--- src/logic/dpv_pkg.sv ---
// Register map, field layout and reset values of the pixel validity filter
package dpv_pkg;
	localparam int unsigned DW = 16;
	localparam int unsigned EW = 32;
	localparam int unsigned AW = 16;
	localparam int unsigned RW = 32;
	localparam int unsigned WHY_W = 6;

	// Register indices, used directly as addresses
	localparam logic [AW-1:0] IDX_AMP_WIN   = 16'h0028;
	localparam logic [AW-1:0] IDX_RNG_WIN   = 16'h0029;
	localparam logic [AW-1:0] IDX_SCAT      = 16'h002A;
	localparam logic [AW-1:0] IDX_ERR       = 16'h0030;
	localparam logic [AW-1:0] IDX_FEN       = 16'h0031;
	localparam logic [AW-1:0] IDX_GOFF      = 16'h0033;
	localparam logic [AW-1:0] IDX_EDGE      = 16'h0039;
	localparam logic [AW-1:0] IDX_TBLUR     = 16'h003A;
	localparam logic [AW-1:0] IDX_INTF_THR  = 16'h003B;
	localparam logic [AW-1:0] IDX_MFBLUR    = 16'h003D;
	localparam logic [AW-1:0] IDX_FW_REV    = 16'h0041;
	localparam logic [AW-1:0] IDX_NF3_SEL   = 16'h0042;
	localparam logic [AW-1:0] IDX_OFMT      = 16'h0046;
	localparam logic [AW-1:0] IDX_BOOT      = 16'h00AD;
	localparam logic [AW-1:0] IDX_INTF_AREA = 16'h0127;

	localparam logic [RW-1:0] RST_AMP_WIN  = 32'hFFFF_0000;
	localparam logic [RW-1:0] RST_RNG_WIN  = 32'hFFFF_0000;
	localparam logic [RW-1:0] RST_SCAT     = 32'h0000_0200;
	localparam logic [RW-1:0] RST_ERR      = 32'hFFFF_FFFF;
	localparam logic [RW-1:0] RST_FEN      = 32'h0DAC_000F;
	localparam logic [RW-1:0] RST_GOFF     = 32'h8000_0000;
	localparam logic [RW-1:0] RST_EDGE     = 32'h0000_FFFF;
	localparam logic [RW-1:0] RST_TBLUR    = 32'h0200_0020;
	localparam logic [RW-1:0] RST_INTF_THR = 32'h0000_0000;
	localparam logic [RW-1:0] RST_MFBLUR   = 32'hFF00_0C80;
	localparam logic [RW-1:0] RST_NF3_SEL  = 32'h0000_1D4C;
	localparam logic [RW-1:0] RST_OFMT     = 32'h1000_3032;

	// Filter enable, kernel select and boot status bit positions
	localparam int unsigned FEN_NF1  = 1;
	localparam int unsigned FEN_NF2  = 2;
	localparam int unsigned FEN_EDGE = 3;
	localparam int unsigned FEN_NF3  = 4;
	localparam int unsigned NF3_GAUSS = 31;
	localparam int unsigned BOOT_DONE = 0;

	// Reject reason bit positions
	localparam int unsigned WHY_AMP_HI = 0;
	localparam int unsigned WHY_AMP_LO = 1;
	localparam int unsigned WHY_RNG    = 2;
	localparam int unsigned WHY_SCAT   = 3;
	localparam int unsigned WHY_ERR    = 4;
	localparam int unsigned WHY_EDGE   = 5;
endpackage

--- src/logic/dpv_skid.sv ---
// Two-entry buffer; out_valid and out_data come straight from the head register, in_ready from the spare slot
`timescale 1ns/1ps
module dpv_skid #(
	parameter int unsigned W = 8
) (
	input  wire logic         clk,
	input  wire logic         rst_n,
	input  wire logic         in_valid,
	output logic              in_ready,
	input  wire logic [W-1:0] in_data,
	output logic              out_valid,
	input  wire logic         out_ready,
	output logic [W-1:0]      out_data
);
	typedef struct packed {
		logic         hv;
		logic [W-1:0] hd;
		logic         sv;
		logic [W-1:0] sd;
	} dpv_skid_t;

	dpv_skid_t st_q;
	dpv_skid_t st_d;

	always_comb begin
		st_d = st_q;
		if (!st_q.hv || out_ready) begin
			if (st_q.sv) begin
				st_d.hv = 1'b1;
				st_d.hd = st_q.sd;
				st_d.sv = 1'b0;
			end else begin
				st_d.hv = in_valid;
				st_d.hd = in_data;
			end
		end else if (in_valid && !st_q.sv) begin
			// Head is stalled, so the new word parks in the spare slot
			st_d.sv = 1'b1;
			st_d.sd = in_data;
		end
	end

	always_ff @(posedge clk or negedge rst_n) begin
		if (!rst_n) begin
			st_q <= '0;
		end else begin
			st_q <= st_d;
		end
	end

	assign in_ready  = !st_q.sv;
	assign out_valid = st_q.hv;
	assign out_data  = st_q.hd;
endmodule

--- src/logic/dpv_filter.sv ---
// Pixel validity masking stage with its control registers
//
// Behaviour
// Depth becomes zero when amplitude exceeds the amplitude ceiling.
// Depth becomes zero when amplitude is below the amplitude floor.
// Depth becomes zero when depth exceeds the range ceiling.
// Depth becomes zero when depth is below the range floor.
// Depth becomes zero when scattering amplitude is below scatter threshold.
// Depth becomes zero when error coefficient exceeds the 32-bit threshold.
// Depth becomes zero when edge coefficient exceeds the edge threshold.
// Filter enable bit 3 switches edge pixel removal; resets on.
// Filter enable bit 4 switches noise stage three; resets off.
// Select bit 31 picks the Gaussian kernel for noise stage three.
// Filter enable bit 2 switches noise stage two; resets on.
// Filter enable bit 1 switches noise stage one; resets on.
// Any failed enabled test zeroes depth; otherwise depth passes unchanged.
// Host keeps reserved register fields at their reset values.
`timescale 1ns/1ps
module dpv_filter
	import dpv_pkg::*;
#(
	// Arbitrary revision value, set per build
	parameter logic [RW-1:0] FW_REV = 32'h0001_0000
) (
	input  wire logic                  clk,
	input  wire logic                  rst_n,
	input  wire logic                  reg_wr,
	input  wire logic                  reg_rd,
	input  wire logic [dpv_pkg::AW-1:0] reg_addr,
	input  wire logic [dpv_pkg::RW-1:0] reg_wdata,
	output logic [dpv_pkg::RW-1:0]     reg_rdata,
	output logic                       reg_rvalid,
	input  wire logic                  pix_valid,
	output logic                       pix_ready,
	input  wire logic [dpv_pkg::DW-1:0] pix_depth,
	input  wire logic [dpv_pkg::DW-1:0] pix_amp,
	input  wire logic [dpv_pkg::DW-1:0] pix_scat,
	input  wire logic [dpv_pkg::EW-1:0] pix_err,
	input  wire logic [dpv_pkg::DW-1:0] pix_edge,
	output logic                       out_valid,
	input  wire logic                  out_ready,
	output logic [dpv_pkg::DW-1:0]     out_depth,
	output logic [dpv_pkg::DW-1:0]     out_amp,
	output logic [dpv_pkg::WHY_W-1:0]  out_why,
	output logic                       nf1_en,
	output logic                       nf2_en,
	output logic                       nf3_en,
	output logic                       noise_stage_three_kernel_select,
	output logic                       edge_rm_en
);
	import dpv_pkg::*;

	localparam int unsigned BW = 2 * DW + WHY_W;

	typedef struct packed {
		logic [RW-1:0] amp_win;
		logic [RW-1:0] rng_win;
		logic [RW-1:0] scat;
		logic [RW-1:0] err;
		logic [RW-1:0] fen;
		logic [RW-1:0] goff;
		logic [RW-1:0] edge_thr;
		logic [RW-1:0] tblur;
		logic [RW-1:0] intf_thr;
		logic [RW-1:0] mfblur;
		logic [RW-1:0] nf3_sel;
		logic [RW-1:0] ofmt;
		logic [RW-1:0] rdata;
		logic          rvalid;
		logic          booted;
		logic          nf1;
		logic          nf2;
		logic          nf3;
		logic          gauss;
		logic          edge_rm;
	} dpv_state_t;

	dpv_state_t st_q;
	dpv_state_t st_d;

	logic              buf_ready;
	logic              buf_valid;
	logic [BW-1:0]     buf_out;
	logic [WHY_W-1:0]  why;
	logic [DW-1:0]     masked;
	logic              push;

	function automatic logic [DW-1:0] hi_half(input logic [RW-1:0] r);
		hi_half = r[RW-1:DW];
	endfunction

	function automatic logic [DW-1:0] lo_half(input logic [RW-1:0] r);
		lo_half = r[DW-1:0];
	endfunction

	// Validity tests, each independent of the others
	always_comb begin
		why = '0;
		why[WHY_AMP_HI] = pix_amp > hi_half(st_q.amp_win);
		why[WHY_AMP_LO] = pix_amp < lo_half(st_q.amp_win);
		why[WHY_RNG] = (pix_depth > hi_half(st_q.rng_win))
			|| (pix_depth < lo_half(st_q.rng_win));
		why[WHY_SCAT] = pix_scat < hi_half(st_q.scat);
		why[WHY_ERR] = pix_err > st_q.err;
		// Edge test only counts while removal is switched on
		why[WHY_EDGE] = st_q.edge_rm
			&& (pix_edge > lo_half(st_q.edge_thr));
		masked = (|why) ? '0 : pix_depth;
	end

	assign push = pix_valid && buf_ready;

	// Register file and read port
	always_comb begin
		st_d = st_q;
		st_d.rvalid = 1'b0;
		st_d.booted = 1'b1;
		if (reg_wr) begin
			// Whole-word writes; reserved fields are the host's to keep
			unique case (reg_addr)
				IDX_AMP_WIN:  st_d.amp_win  = reg_wdata;
				IDX_RNG_WIN:  st_d.rng_win  = reg_wdata;
				IDX_SCAT:     st_d.scat     = reg_wdata;
				IDX_ERR:      st_d.err      = reg_wdata;
				IDX_FEN:      st_d.fen      = reg_wdata;
				IDX_GOFF:     st_d.goff     = reg_wdata;
				IDX_EDGE:     st_d.edge_thr = reg_wdata;
				IDX_TBLUR:    st_d.tblur    = reg_wdata;
				IDX_INTF_THR: st_d.intf_thr = reg_wdata;
				IDX_MFBLUR:   st_d.mfblur   = reg_wdata;
				IDX_NF3_SEL:  st_d.nf3_sel  = reg_wdata;
				IDX_OFMT:     st_d.ofmt     = reg_wdata;
				default: begin
				end
			endcase
		end
		if (reg_rd) begin
			st_d.rvalid = 1'b1;
			unique case (reg_addr)
				IDX_AMP_WIN:  st_d.rdata = st_q.amp_win;
				IDX_RNG_WIN:  st_d.rdata = st_q.rng_win;
				IDX_SCAT:     st_d.rdata = st_q.scat;
				IDX_ERR:      st_d.rdata = st_q.err;
				IDX_FEN:      st_d.rdata = st_q.fen;
				IDX_GOFF:     st_d.rdata = st_q.goff;
				IDX_EDGE:     st_d.rdata = st_q.edge_thr;
				IDX_TBLUR:    st_d.rdata = st_q.tblur;
				IDX_INTF_THR: st_d.rdata = st_q.intf_thr;
				IDX_MFBLUR:   st_d.rdata = st_q.mfblur;
				IDX_NF3_SEL:  st_d.rdata = st_q.nf3_sel;
				IDX_OFMT:     st_d.rdata = st_q.ofmt;
				IDX_FW_REV:   st_d.rdata = FW_REV;
				IDX_BOOT: begin
					st_d.rdata = '0;
					st_d.rdata[BOOT_DONE] = st_q.booted;
				end
				// Interference areas are produced elsewhere
				default:      st_d.rdata = '0;
			endcase
		end
		// Enables follow the written value one cycle later
		st_d.nf1     = st_d.fen[FEN_NF1];
		st_d.nf2     = st_d.fen[FEN_NF2];
		st_d.nf3     = st_d.fen[FEN_NF3];
		st_d.edge_rm = st_d.fen[FEN_EDGE];
		st_d.gauss   = st_d.nf3_sel[NF3_GAUSS];
	end

	always_ff @(posedge clk or negedge rst_n) begin
		if (!rst_n) begin
			st_q.amp_win  <= RST_AMP_WIN;
			st_q.rng_win  <= RST_RNG_WIN;
			st_q.scat     <= RST_SCAT;
			st_q.err      <= RST_ERR;
			st_q.fen      <= RST_FEN;
			st_q.goff     <= RST_GOFF;
			st_q.edge_thr <= RST_EDGE;
			st_q.tblur    <= RST_TBLUR;
			st_q.intf_thr <= RST_INTF_THR;
			st_q.mfblur   <= RST_MFBLUR;
			st_q.nf3_sel  <= RST_NF3_SEL;
			st_q.ofmt     <= RST_OFMT;
			st_q.rdata    <= '0;
			st_q.rvalid   <= 1'b0;
			st_q.booted   <= 1'b0;
			st_q.nf1      <= RST_FEN[FEN_NF1];
			st_q.nf2      <= RST_FEN[FEN_NF2];
			st_q.nf3      <= RST_FEN[FEN_NF3];
			st_q.gauss    <= RST_NF3_SEL[NF3_GAUSS];
			st_q.edge_rm  <= RST_FEN[FEN_EDGE];
		end else begin
			st_q <= st_d;
		end
	end

	// Buffer absorbs a downstream stall without losing a pixel
	dpv_skid #(
		.W (BW)
	) u_buf (
		.clk       (clk),
		.rst_n     (rst_n),
		.in_valid  (pix_valid),
		.in_ready  (buf_ready),
		.in_data   ({masked, pix_amp, why}),
		.out_valid (buf_valid),
		.out_ready (out_ready),
		.out_data  (buf_out)
	);

	assign pix_ready  = buf_ready;
	assign out_valid  = buf_valid;
	assign out_depth  = buf_out[BW-1 -: DW];
	assign out_amp    = buf_out[WHY_W +: DW];
	assign out_why    = buf_out[WHY_W-1:0];
	assign reg_rdata  = st_q.rdata;
	assign reg_rvalid = st_q.rvalid;
	assign nf1_en     = st_q.nf1;
	assign nf2_en     = st_q.nf2;
	assign nf3_en     = st_q.nf3;
	assign noise_stage_three_kernel_select = st_q.gauss;
	assign edge_rm_en = st_q.edge_rm;
endmodule

--- config.mk ---
export PLATFORM = sky130hd
export DESIGN_NAME = dpv_filter
export DESIGN_NICKNAME = d
export VERILOG_FILES = /design/src/logic/dpv_pkg.sv /design/src/logic/dpv_skid.sv /design/src/logic/dpv_filter.sv
export SDC_FILE = /design/constraint.sdc
export NUM_CORES = 1
export LEC_CHECK = 0
export BUFFER_PORTS_ARGS = -buffer_cell sky130_fd_sc_hd__buf_2
export CAP_MARGIN = 20
export CORE_ASPECT_RATIO = 2
export CORE_MARGIN = 1.5
export CORE_UTILIZATION = 40
export DETAILED_ROUTE_END_ITERATION = 16
export HOLD_SLACK_MARGIN = 0.03
export PLACE_DENSITY = 0.53
export SYNTH_ARGS = -nofsm -noshare
export SYNTH_HDL_FRONTEND = slang
export SYNTH_HIERARCHICAL = 1
export SYNTH_SLANG_ARGS = --single-unit
--- constraint.sdc ---
create_clock -name clk -period 3.7 [get_ports clk]
set_input_delay 0.37 -clock clk [delete_from_list [all_inputs] [get_ports clk]]
set_output_delay 0.37 -clock clk [all_outputs]
set_load 0.05 [all_outputs]
== Word-level counts from Yosys, hierarchy flattened ==
Index checks and enable logic that the tools add are counted.

* Input port bits: 150
* Word-level logic and storage cells: 83
* Output and inout bits: 78
* Register bits: 500

* Equal/unequal tests: 14
* Reductions and logical operators: 21
* Muxes and demuxes: 15
* $lt $le $gt $ge: 7
* Bitwise operators: 1

{| class="wikitable"
|+ Operator list
! operator !! count
|-
| $pmux W32 S14 || 1
|-
| $mux W229 || 1
|-
| $mux W32 || 7
|-
| $eq A16 B6 Y1 const B || 10
|-
| $mux W39 || 2
|-
| $eq A16 B7 Y1 const B || 3
|-
| $gt A16 B16 Y1 || 3
|-
| $lt A16 B16 Y1 || 3
|-
| $gt A32 B32 Y1 || 1
|-
| $reduce_and A2 Y1 || 13
|-
| $eq A16 B8 Y1 const B || 1
|-
| $mux W16 || 1
|-
| $reduce_or A6 Y1 || 1
|-
| $mux W5 || 1
|-
| $logic_and A1 B1 Y1 || 2
|-
| $logic_not A1 Y1 || 2
|-
| $logic_or A1 B1 Y1 || 2
|-
| $mux W1 || 2
|-
| $reduce_bool A2 Y1 || 1
|-
| $not A1 Y1 || 1
|}

== Logic depth before layout (Yosys ltp) ==
Gate-level depths: netlist of run 1.

* Depth in word-level cells: 6
* Depth in mapped cells: 11
* Gate-level depth less buffers: 11

== By module ==
The synthesis of run 1 kept the hierarchy.

{| class="wikitable"
|+ Modules (own cells, without submodules)
! module !! times used !! cells an instance !! area each (um^2) !! seq. area each (um^2)
|-
| dpv_filter || 1 || 1759 || 21607.0 || 10608.9
|-
| dpv_skid || 1 || 248 || 3627.2 || 1951.9
|}

== Least setup slack after synthesis of run 1 ==
No wires, ideal clock.

* Kind: register to register
* Start point: reg, netlist name st_q[296]
* End point: reg u_buf.st_q (netlist bit u_buf/out_data[28])
* Buffers on the path: 0
* Cell stages (with the launch flop): 12
* Setup slack: 0.776 ns
* Library setup time: 0.125 ns
* Data arrival time: 2.799 ns
* Clock period less this slack: 2.924 ns
* Required time: 3.575 ns
* Cells stage by stage: dfstp_2 -> inv_1 -> ha_1 -> nor2b_1 -> o211ai_1 -> a2111oi_0 -> o31ai_1 -> a22oi_1 -> nor4b_4 -> and2_1 -> mux2_2 -> mux2_2

{| class="wikitable"
|+ RTL lines
! what !! RTL line !! RTL
|-
| end signal: assignment || dpv_skid.sv:47 || <nowiki>st_q <= st_d;</nowiki>
|-
| end: declaration || dpv_skid.sv:22 || <nowiki>dpv_skid_t st_q;</nowiki>
|}

==> metrics, run 1 <==
status complete, no violations; Worst EP required 4160 ps; count leader, synth dfrtp_1; async set-reset flop share out of synthesis between 90% and 100%; syn_area_per_cell around 13 sq um; dominant synthesized flop cell dfrtp_1; CP most frequent cell buf_4; dpl cell area about 0.027 sq mm; Clock Latency Late Sink approximately 600 ps; vias in the first global route ~18000; met1 usage 27.8%; sequential-to-total area share from yosys stat between 40% and 50%; Setup violations, final 0; busiest layer in global routing met2; crit-path cells inv_1, ha_1, nand4_1, nor4_1, buf_4, o31ai_1, a22oi_1, buf_4, nor4b_4, buf_4, and2_1, mux2_2, mux2_2; FMAX 280 MHz; crit path kind register to register; wire length per cell 26.0 um; YS warnings 6; Power Dens Cells 413 mW/mm^2; CTS Buf Count between 40 and 50; Post-synth top cells dfrtp_1, mux2_1, inv_1, ha_1, dfstp_2; Slowest-stage cell, CP dfstp_2; clk buf depth 3; max incr delay on CP 540 ps; Post-synth EDFFs 0; core area between 0.06 and 0.07 sq mm; detailed-route via count about 17000; first-pass GRT wire length 116000 um; Max Cap Viol 0; die area between 0.06 and 0.07 sq mm; Yosys top cell area share between 30% and 40%; Mapped Nets approximately 2300; Crit path depth 13; WP buf/inv 4; CTS Sinks 496; clock transition at the registers of the reported paths around 70 ps; Die W around 180 um; Max Slew Vio Count 0; Worst Hold Slack between 80 and 90 ps; pin count of the biggest net entering global routing around 100; H-tree levels 2; area growth from synthesis to layout 13.2%; final WL approximately 78000 um; final core utilization between 40% and 50%; fin crit period approximately 3600 ps; DRT iter0 DRCs approximately 1100; CTS root buf clkbuf_16; nature of the critical path startpoint register; TritonRoute pass-1 iters 9; initial antenna violation count 6; die height 358 um; post-route cell area between 0.02 and 0.03 sq mm; Static Leak about 14 nW; met3 Resource Use GR under 10%; Crit path arrival time around 4000 ps; min-delay worst type primary input to register; cell row count 130; top cells by area, synth dfrtp_1, mux2_1, dfstp_2; Reg2Reg Depth 13; CP delay by family, top simple AND/OR/NAND/NOR gates; final setup skew slightly below 30 ps; crit path max fanout 10; starting density of the core 40.3%; Slew HR ~28%; GR Overflow Total 0; Worst Tran Pin Value about 1100 ps; GRT Util Overall between 20% and 30%; GR Layer Usage met2 between 40% and 50%; total power approximately 12 mW; Final period util between 90% and 100%; synth unique cells 62; final net count approximately 2400; vias per std cell approximately 5.7; # DRC 0; peak supply drop between 0.3 and 0.4 mV; half-perimeter wire length after placement ~57000 um; hold path depth 2; CP Capture Type register; Final GP Congestion around 0.86; area leader, netlist dfrtp_1; Fill cells 5756; PortBufs about 230; ratio of cells with drive above 1 in the final layout 29.5%; Final Hold Viols 0; setup TNS 0 ps; #FFs+latches synth 496; I/O pins about 230; CTS tree done; Cells after Synth between 2000 and 2500; RSZ-0062 raised after global routing false; remaining antenna violation count after routing 0; post-synthesis cell area roughly 0.025 sq mm
==> cells in the final DEF, fill, tap and decap left out, types with 13 or more instances in the layout <==
cell       count
mux2_1       374
buf_12        13
and4_1        29
a21oi_1       82
mux2_2       102
a22o_1        26
buf_2        226
nand4_1       24
dfstp_2      119
a222oi_1      54
mux2_4        30
nand3_1       14
dfrtp_1      376
a221oi_1      33
ha_1         125
inv_1        130
a22oi_1       45
clkbuf_16     47
nand2_1       47
nor2_1        57
buf_4         53
==> report_power, final <==
group | leakage, nW | switching [mW] | internal, mW
Clock | 0.782 | 2.22 | 2.83
Combinational | 6.38 | 0.751 | 0.364
Sequential | 6.35 | 0.0668 | 5.55
==> timing repair <==
action	CTS	global route
endpoints found under the hold margin	84	0
pin swaps	1	1
setup endpoints to repair	10	3
buffers inserted	1	0
resized for setup	3	0
hold buffers	2	0
==> routing by layer <==
metal | vias up | share of wire [%]
li1 | 7576 | -
met1 | 8770 | 39
met2 | 445 | 52
met3 | 120 | 4.0
met4 | 8 | 4.3
met5 | - | 0.048
==> area by class of cell <==
cell class / instances / area (sq um) / area share (%)
sequential: 496 / 12600 / 44.0
multi-input combinational: 1181 / 11100 / 38.8
timing repair buffer: 295 / 1820 / 6.39
clock buffer: 67 / 1340 / 4.70
tap: 792 / 991 / 3.47
inverter: 130 / 488 / 1.71
clock inverter: 21 / 250 / 0.876
antenna: 3 / 7.51 / 0.0263
==> state kept, by name (all words and copies together), names as in the netlist <==
signal           count
u_buf/out_data      38
reg_rdata           32
u_buf/st_q          39
st_q               385
reg_rvalid           1
u_buf/out_valid      1
==> cell families after synthesis <==
| family | count (synthesis) | synth area share (%) |
|---|---|---|
| other | 1 | 0.0149 |
| DFF | 496 | 49.8 |
| buffers and inverters | 330 | 6.56 |
| adders and majority gates | 125 | 6.20 |
| muxes | 510 | 23.2 |
| AOI/OAI and AO/OA | 293 | 8.56 |
| and+or+nand+nor | 252 | 5.70 |
==> worst paths after layout <==
kind | from | endpoint | slack (ps)
worst max-delay path | st_q[322]$_DFFE_PN1P_ | u_buf/out_data[23]$_DFFE_PN0P_ | 120
worst min register to register | u_buf/st_q[24]$_DFFE_PN0P_ | u_buf/st_q[24]$_DFFE_PN0P_ | 480
min in group asynchronous | rst_n | u_buf/out_data[11]$_DFFE_PN0P_ | 420
worst min-delay path | pix_amp[0] | u_buf/st_q[6]$_DFFE_PN0P_ | 90
worst max register to register | st_q[322]$_DFFE_PN1P_ | u_buf/out_data[23]$_DFFE_PN0P_ | 120
max in group asynchronous | rst_n | st_q[132]$_DFFE_PN1P_ | 2210
==> through the flow <==
step | worst slack (ps) | cells
after CTS | 77.1 | 2982
after detailed placement | -22.0 | 2891
final | 124 | 2985
after global placement | -34.0 | 2891
after floorplan | 776 | 2007
after global routing | 0.902 | 2984
(Power assumes the default switching activity.)
==> run 2: changes to the inputs <==
--- a/config.mk
+++ b/config.mk
@@ -15,5 +15,4 @@
 export PLACE_DENSITY = 0.53
 export SYNTH_ARGS = -nofsm -noshare
 export SYNTH_HDL_FRONTEND = slang
-export SYNTH_HIERARCHICAL = 1
 export SYNTH_SLANG_ARGS = --single-unit
==> run 2 against run 1 <==
Compared with the run above:
- first-iteration DRC count is 31% higher
- sequential power decreased by 0.9%
- global-route usage rose by 1.7 points
- hold slack lost 20 ps
- register-to-register slack better by 40 ps
- synthesized cell count up 8.0%
- critical path depth is 2 lower
- area after synthesis decreased by 1.4%
- clock power grew 3%
- die area down 1.4%
- count of clock-buffer cells in the layout rose by 3
- largest power group unchanged
==> metrics, run 2 <==
clock power share 44.6% (+1.8 points); Non-Filler Instances 3111 (+4.2%); Worst Tran Pin Value 1050 ps (-36.3 ps); CP delay by family, top simple AND/OR/NAND/NOR gates; WP buf/inv 3 (-1); Die W 179 um (-0.69%); YS warnings 0 (-6); cell row count 129 (-0.77%); wire length per cell 26.3 um (+0.97%); final worst slack 168 ps (+44.7 ps); synth unique cells 63 (+1.6%); setup bufs post-CTS 0 (-1); first-pass GRT wire length 121000 um (+4.1%); most common cell after layout, fill and taps aside dfrtp_1; Post-synth top cells dfrtp_1, mux2_2, nand2_1, inv_1, ha_1; crit path max fanout 31 (+21); pin count of the biggest net entering global routing 87 (-15%); GR Overflow Total 0 (unchanged); clock transition at the registers of the reported paths 70 ps (about the same); Post-synth EDFFs 0 (unchanged); max incr delay on CP 940 ps (+400 ps); final WL 81700 um (+5.2%); Final period util 95.5% (-1.2 points); final setup skew 18.7 ps (-11.0 ps); largest register by flop count st_q; starting density of the core 40.4% (+0.059 points); Worst EP required 4160 ps (about the same); async set-reset flop share out of synthesis 100% (unchanged); CTS tree done; Max Slew Vio Count 0 (unchanged); H-tree levels 2 (unchanged); core area 0.0617 sq mm (-1.5%); crit path kind register to register; I/O pins 228 (unchanged); remaining antenna violation count after routing 0 (unchanged); vias in the first global route 18800 (+4.3%); Final GP Congestion 0.846 (-1.3%); status complete, no violations; sequential-to-total area share from yosys stat 50.5% (+0.71 points); syn_area_per_cell 11.5 sq um (-8.7%); CP Capture Type register; area leader, netlist dfrtp_1; ratio of cells with drive above 1 in the final layout 36.3% (+6.8 points); RSZ-0062 raised after global routing false; dpl ws 125 ps (+147 ps); Setup violations, final 0 (unchanged); most frequent cells in the layout dfrtp_1, mux2_2, buf_2; Cells after Synth 2168 (+8.0%); nature of the critical path startpoint register; Power Dens Cells 415 mW/mm^2 (+0.44%); hold path depth 3 (+1); die height 356 um (-0.70%); final core utilization 45.6% (about the same); Combinational Power Share 7.7% (-1.8 points); Hold EP u_buf.st_q[8]$_DFFE_PN0P_; Crit path depth 11 (-2); post-cts sizing count 0 (-3); area growth from synthesis to layout 13.1% (about the same); CTS root buf clkbuf_16; Max Cap Viol 0 (unchanged); count leader, synth dfrtp_1; FMAX 283 MHz (+1.3%); # DRC 0 (unchanged); min-delay worst type primary input to register; Largest register FFs 385 (unchanged); setup TNS 0 ps (unchanged); #FFs+latches synth 496 (unchanged); Seq pwr share 47.7% (about the same); initial antenna violation count 4 (-2); peak supply drop 0.315 mV (-19%); TritonRoute pass-1 iters 9 (unchanged); clk buf depth 3 (unchanged); CTS Buf Count 47 (unchanged); Static Leak 13.4 nW (-1.1%); Clock Latency Late Sink 600 ps (about the same); crit-path cells inv_1, ha_1, nand4_1, nor4_1, a21boi_0, o31a_1, o21ai_1, buf_4, nand4b_1, buf_12, o21ai_0; Reg2Reg Depth 11 (-2); R2R Setup Slk 170 ps (+40 ps); Int Pwr 8.73 mW (-0.20%); Slew HR 29.6% (+1.8 points); dominant synthesized flop cell dfrtp_1; Switching Fraction 25.1% (-0.63 points); detailed-route via count 17900 (+5.9%); CTS Sinks 496 (unchanged); fin crit period 3530 ps (-44.7 ps); Mapped Nets 2443 (+7.1%); Yosys top cell area share 37.9% (+0.53 points); final net count 2558 (+5.4%); Final Hold Viols 0 (unchanged); # placed instances 3015 (+4.3%); Slowest-stage cell, CP nor4_1; top cells by area, synth dfrtp_1, mux2_2, dfstp_2; vias per std cell 5.76 (+1.6%); DRT iter0 DRCs 1398 (+31%); Reg-to-Reg Start st_q[308]$_DFFE_PN1P_; GRT Util Overall 25.9% (+1.7 points); worst r2r dst u_buf.out_data[28]$_DFFE_PN0N_; hold path startpoint pix_amp[2]; Crit path arrival time 3990 ps (-50 ps); P_sw 2.93 mW (-3.5%); PortBufs 227 (unchanged); die area 0.0638 sq mm (-1.4%); post-synthesis cell area 0.0249 sq mm (-1.4%); half-perimeter wire length after placement 56700 um (about the same)
run 2: cell types whose count changed after synthesis, moves of 28 or more:
cell,change
mux2_1,-364
mux2_2,+247
nand2_1,+151
o21ai_0,+112
inv_1,+33
clkbuf_1,+31
mux2_4,-30
nor2_1,-28
run 2: worst max-delay path by stage:
| stage | start | end | slack [ps] |
|---|---|---|---|
| 4_1_cts | st_q[310]$_DFFE_PN1P_ | u_buf.out_data[28]$_DFFE_PN0N_ | 100 |
| 5_1_grt | st_q[310]$_DFFE_PN1P_ | u_buf.st_q[23]$_DFFE_PN0P_ | 40 |
| 6_report | st_q[308]$_DFFE_PN1P_ | u_buf.out_data[28]$_DFFE_PN0N_ | 170 |
| 2_1_floorplan | st_q[302]$_DFFE_PN1P_ | u_buf.out_data[22]$_DFFE_PN0N_ | 1300 |
| 3_3_place_gp | st_q[308]$_DFFE_PN1P_ | u_buf.out_data[37]$_DFFE_PN0N_ | 150 |
| 3_5_place_dp | st_q[308]$_DFFE_PN1P_ | u_buf.st_q[27]$_DFFE_PN0P_ | 130 |
run 2: what timing repair did:
action	in CTS	in global routing
hold endpoints to repair	50	0
hold buffers	4	0
setup endpoints to repair	0	0
run 2: tightest hold or removal path, stage by stage:
cell and delay [ps]:
buf_2 140, nand2_1 60, nand2_1 40
run 2: stage by stage:
step                power (mW)  hold slack, ps  instance area (sq um)
floorplan                 6.18            74.4                  24900
global placement          6.54             395                  26400
detailed placement        6.57             405                  26400
CTS                       11.8            37.7                  28100
global route              12.1            53.5                  28100
finish                    11.7            65.9                  28100
run 2: final cells by class:
cell class              instances  area, sq um
repair buffers                285         1750
clock inverters                18          265
inverters                     163          612
well taps                     786          983
multi-input cells            1290        10600
diodes                          3         7.51
flip-flops and latches        496        12600
clock buffers                  70         1380
fillers                      5784        33500
run 2: kinds of logic (layout without fill, tap and decap cells):
family	Yosys count	after routing	share of synthesized area, %
buffers and inverters	382	536	7.30
AOI/OAI and AO/OA	432	432	12.1
muxes	376	376	16.9
xor gates and xnor gates	2	2	0.0704
other	1	4	0.0151
DFF	496	496	50.5
and+or+nand+nor	354	354	6.76
adders and majority gates	125	125	6.29
run 2: per-layer routing:
| metal | vias up | part of all wire, % | GRT usage [%] |
|---|---|---|---|
| met4 | 2 | 3.7 | 9.83 |
| met2 | 572 | 52 | 46.8 |
| met3 | 138 | 4.6 | 2.71 |
| li1 | 7959 | - | - |
| met1 | 9248 | 39 | 31.0 |
| met5 | - | 0.017 | 0 |
run 2: power by group through the flow:
stage / clock network (mW) / logic, mW / registers [mW]
6_report: 5.20 / 0.894 / 5.57
5_1_grt: 5.52 / 0.995 / 5.58
4_1_cts: 5.31 / 0.908 / 5.57
3_5_place_dp: 0 / 0.902 / 5.67
3_3_place_gp: 0 / 0.883 / 5.66
2_1_floorplan: 0 / 0.519 / 5.66
==> run 3: changes to the inputs <==
--- a/config.mk
+++ b/config.mk
@@ -9,10 +9,10 @@
 export CAP_MARGIN = 20
 export CORE_ASPECT_RATIO = 2
 export CORE_MARGIN = 1.5
-export CORE_UTILIZATION = 40
+export CORE_UTILIZATION = 55
 export DETAILED_ROUTE_END_ITERATION = 16
 export HOLD_SLACK_MARGIN = 0.03
-export PLACE_DENSITY = 0.53
+export PLACE_DENSITY = 0.71
 export SYNTH_ARGS = -nofsm -noshare
 export SYNTH_HDL_FRONTEND = slang
 export SYNTH_SLANG_ARGS = --single-unit
==> constraint.sdc (replaced) <==
create_clock -name clk -period 3.6 [get_ports clk]
set_input_delay 0.36 -clock clk [delete_from_list [all_inputs] [get_ports clk]]
set_output_delay 0.36 -clock clk [all_outputs]
set_load 0.05 [all_outputs]
==> run 3 against run 2 <==
Compared with the run above:
- flip-flop and latch count stayed put
- via count rose by 1.2%
- die area down 27%
- first-iteration DRC count rose by 14%
- sequential power increased by 3%
- largest cell class unchanged
- highest routed layer is now met4
==> metrics, run 3 (synthesis gave the netlist of run 2 again) <==
pin count of the biggest net entering global routing 93 (+6.9%); cell row count 110 (-15%); # DRC 0 (unchanged); Die W 153 um (-14%); remaining antenna violation count after routing 0 (unchanged); Fill cells 3659 (-37%); WP buf/inv 2 (-1); Power Dens Cells 423 mW/mm^2 (+2.0%); crit-path cells inv_1, ha_1, nand4_1, nor4_1, a21boi_0, o31a_1, o21ai_1, nand4b_1, buf_4, o21ai_0; FMAX 283 MHz (about the same); final setup skew 21.6 ps (+2.87 ps); die area 0.0466 sq mm (-27%); most frequent cells in the layout dfrtp_1, mux2_2, buf_2; initial antenna violation count 3 (-1); nature of the critical path startpoint register; Slew HR 31.2% (+1.6 points); largest register by flop count st_q; Reg2Reg Depth 10 (-1); die height 304 um (-15%); I/O pins 228 (unchanged); Slowest-stage cell, CP nor4_1; TritonRoute pass-1 iters 9 (unchanged); DRT iter0 DRCs 1598 (+14%); Max Cap Viol 0 (unchanged); Largest register FFs 385 (unchanged); crit path kind register to register; CTS tree done; PortBufs 227 (unchanged); Setup violations, final 0 (unchanged); CP delay by family, top simple AND/OR/NAND/NOR gates; max incr delay on CP 810 ps (-130 ps); CTS Sinks 496 (unchanged); final worst slack 71.4 ps (-96.8 ps); clock transition at the registers of the reported paths 70 ps (about the same); Crit path arrival time 3970 ps (-20 ps); CTS root buf clkbuf_16; core area 0.0449 sq mm (-27%); area occupied by multi-input gates 0.0106 sq mm (about the same); ratio of cells with drive above 1 in the final layout 36.3% (-0.094 points); CP Capture Type register; starting density of the core 55.5% (+15 points); status complete, no violations; detailed-route via count 18100 (+1.2%); clk buf depth 3 (unchanged); CTS Buf Count 44 (-6.4%); R2R Setup Slk 70 ps (-100 ps); min-delay worst type primary input to register; final core utilization 61.7% (+16 points); wire length per cell 25.9 um (-1.3%); most common cell after layout, fill and taps aside dfrtp_1; crit path max fanout 22 (-29%); GR Overflow Total 0 (unchanged); H-tree levels 2 (unchanged); worst r2r dst u_buf.st_q[30]$_DFFE_PN0P_; sequential cell area 0.0126 sq mm (unchanged); Worst Hold Slack 55.3 ps (-10.5 ps); Worst Tran Pin Value 1030 ps (-17.8 ps); setup TNS 0 ps (unchanged); vias per std cell 6.29 (+9.2%); Max Slew Vio Count 0 (unchanged); half-perimeter wire length after placement 53200 um (-6.2%); setup bufs post-CTS 0 (unchanged); dpl ws -18.4 ps (-144 ps); area growth from synthesis to layout 11.3%; Critical path origin st_q[310]$_DFFE_PN1P_; Reg-to-Reg Start st_q[310]$_DFFE_PN1P_; critical path endpoint u_buf.st_q[30]$_DFFE_PN0P_; Crit path depth 10 (-1); peak supply drop 0.571 mV (+81%); RSZ-0062 raised after global routing false; Final GP Congestion 0.910 (+7.5%); Final Hold Viols 0 (unchanged); Worst EP required 4050 ps (-110 ps); final WL 74700 um (-8.6%); final net count 2556 (-0.078%); first-pass GRT wire length 114000 um (-5.8%); GRT Util Overall 32.3% (+6.4 points); Final period util 98.0% (+2.6 points); vias in the first global route 19200 (+1.9%); Clock Latency Late Sink 590 ps (about the same); Static Leak 13.3 nW (-0.61%); fin crit period 3530 ps (-3.23 ps)
==> run 3: cell count changes in the layout (fill, tap and decap cells not counted), moves of 2 or more <==
cell / before / now
clkbuf_16: 47 / 44
dlygate4sd3_1: 4 / 2
clkbuf_8: 12 / 4
buf_12: 13 / 9
clkbuf_1: 11 / 13
bufinv_16: 5 / 7
buf_4: 41 / 48
==> run 3: where the power goes <==
part           internal [mW]  total [mW]  leakage [nW]  switching (mW)
sequential              5.67        5.72          6.42          0.0469
combinational          0.254       0.907          6.11           0.653
clock                   2.88        5.09         0.738            2.21
total                   8.80        11.7          13.3            2.91
==> run 3: worst min path at each step <==
stage               cells past startpoint  startpoint                    endpoint  slack (ps)
global placement                        1       rst_n        st_q[70]$_DFFE_PN0P_         390
finish                                  3  pix_amp[2]   u_buf.st_q[8]$_DFFE_PN0P_          60
floorplan                               0       rst_n    reg_rdata[0]$_DFFE_PN0P_          60
global route                            3  pix_amp[5]  u_buf.st_q[11]$_DFFE_PN0P_          70
detailed placement                      1       rst_n        st_q[70]$_DFFE_PN0P_         400
CTS                                     3  pix_amp[2]   u_buf.st_q[8]$_DFFE_PN0P_          30
==> run 3: through the flow <==
step	power [mW]	instances	instance area, sq um
2_1_floorplan	6.35	2168	24900
3_3_place_gp	6.70	2793	26100
3_5_place_dp	6.73	2793	26100
4_1_cts	11.8	2877	27700
5_1_grt	12.1	2880	27700
6_report	11.7	2881	27700
==> run 3: tightest hold or removal path: stages <==
cell and delay, ps:
buf_2 140, nand2_1 60, nand2_1 40
==> run 3: area by class of cell <==
cell class,count,area share (%)
diodes,4,0.0361
clock inverters,21,1.19
well taps,560,2.53
repair buffers,286,6.16
multi-input cells,1290,38.2
flip-flops and latches,496,45.4
inverters,163,2.21
clock buffers,61,4.35
==> run 3: repair_timing <==
item                                   in CTS  in global routing
gates resized for setup                     1                  0
endpoints found under the hold margin      57                  0
setup endpoints to repair                  24                  0
hold buffers                                2                  0
==> run 3: per-layer routing <==
metal | share of wire (%) | global-route usage [%]
met1 | 37 | 37.2
met2 | 51 | 56.7
met3 | 6.2 | 4.24
met4 | 6.5 | 19.5
met5 | 0 | 0
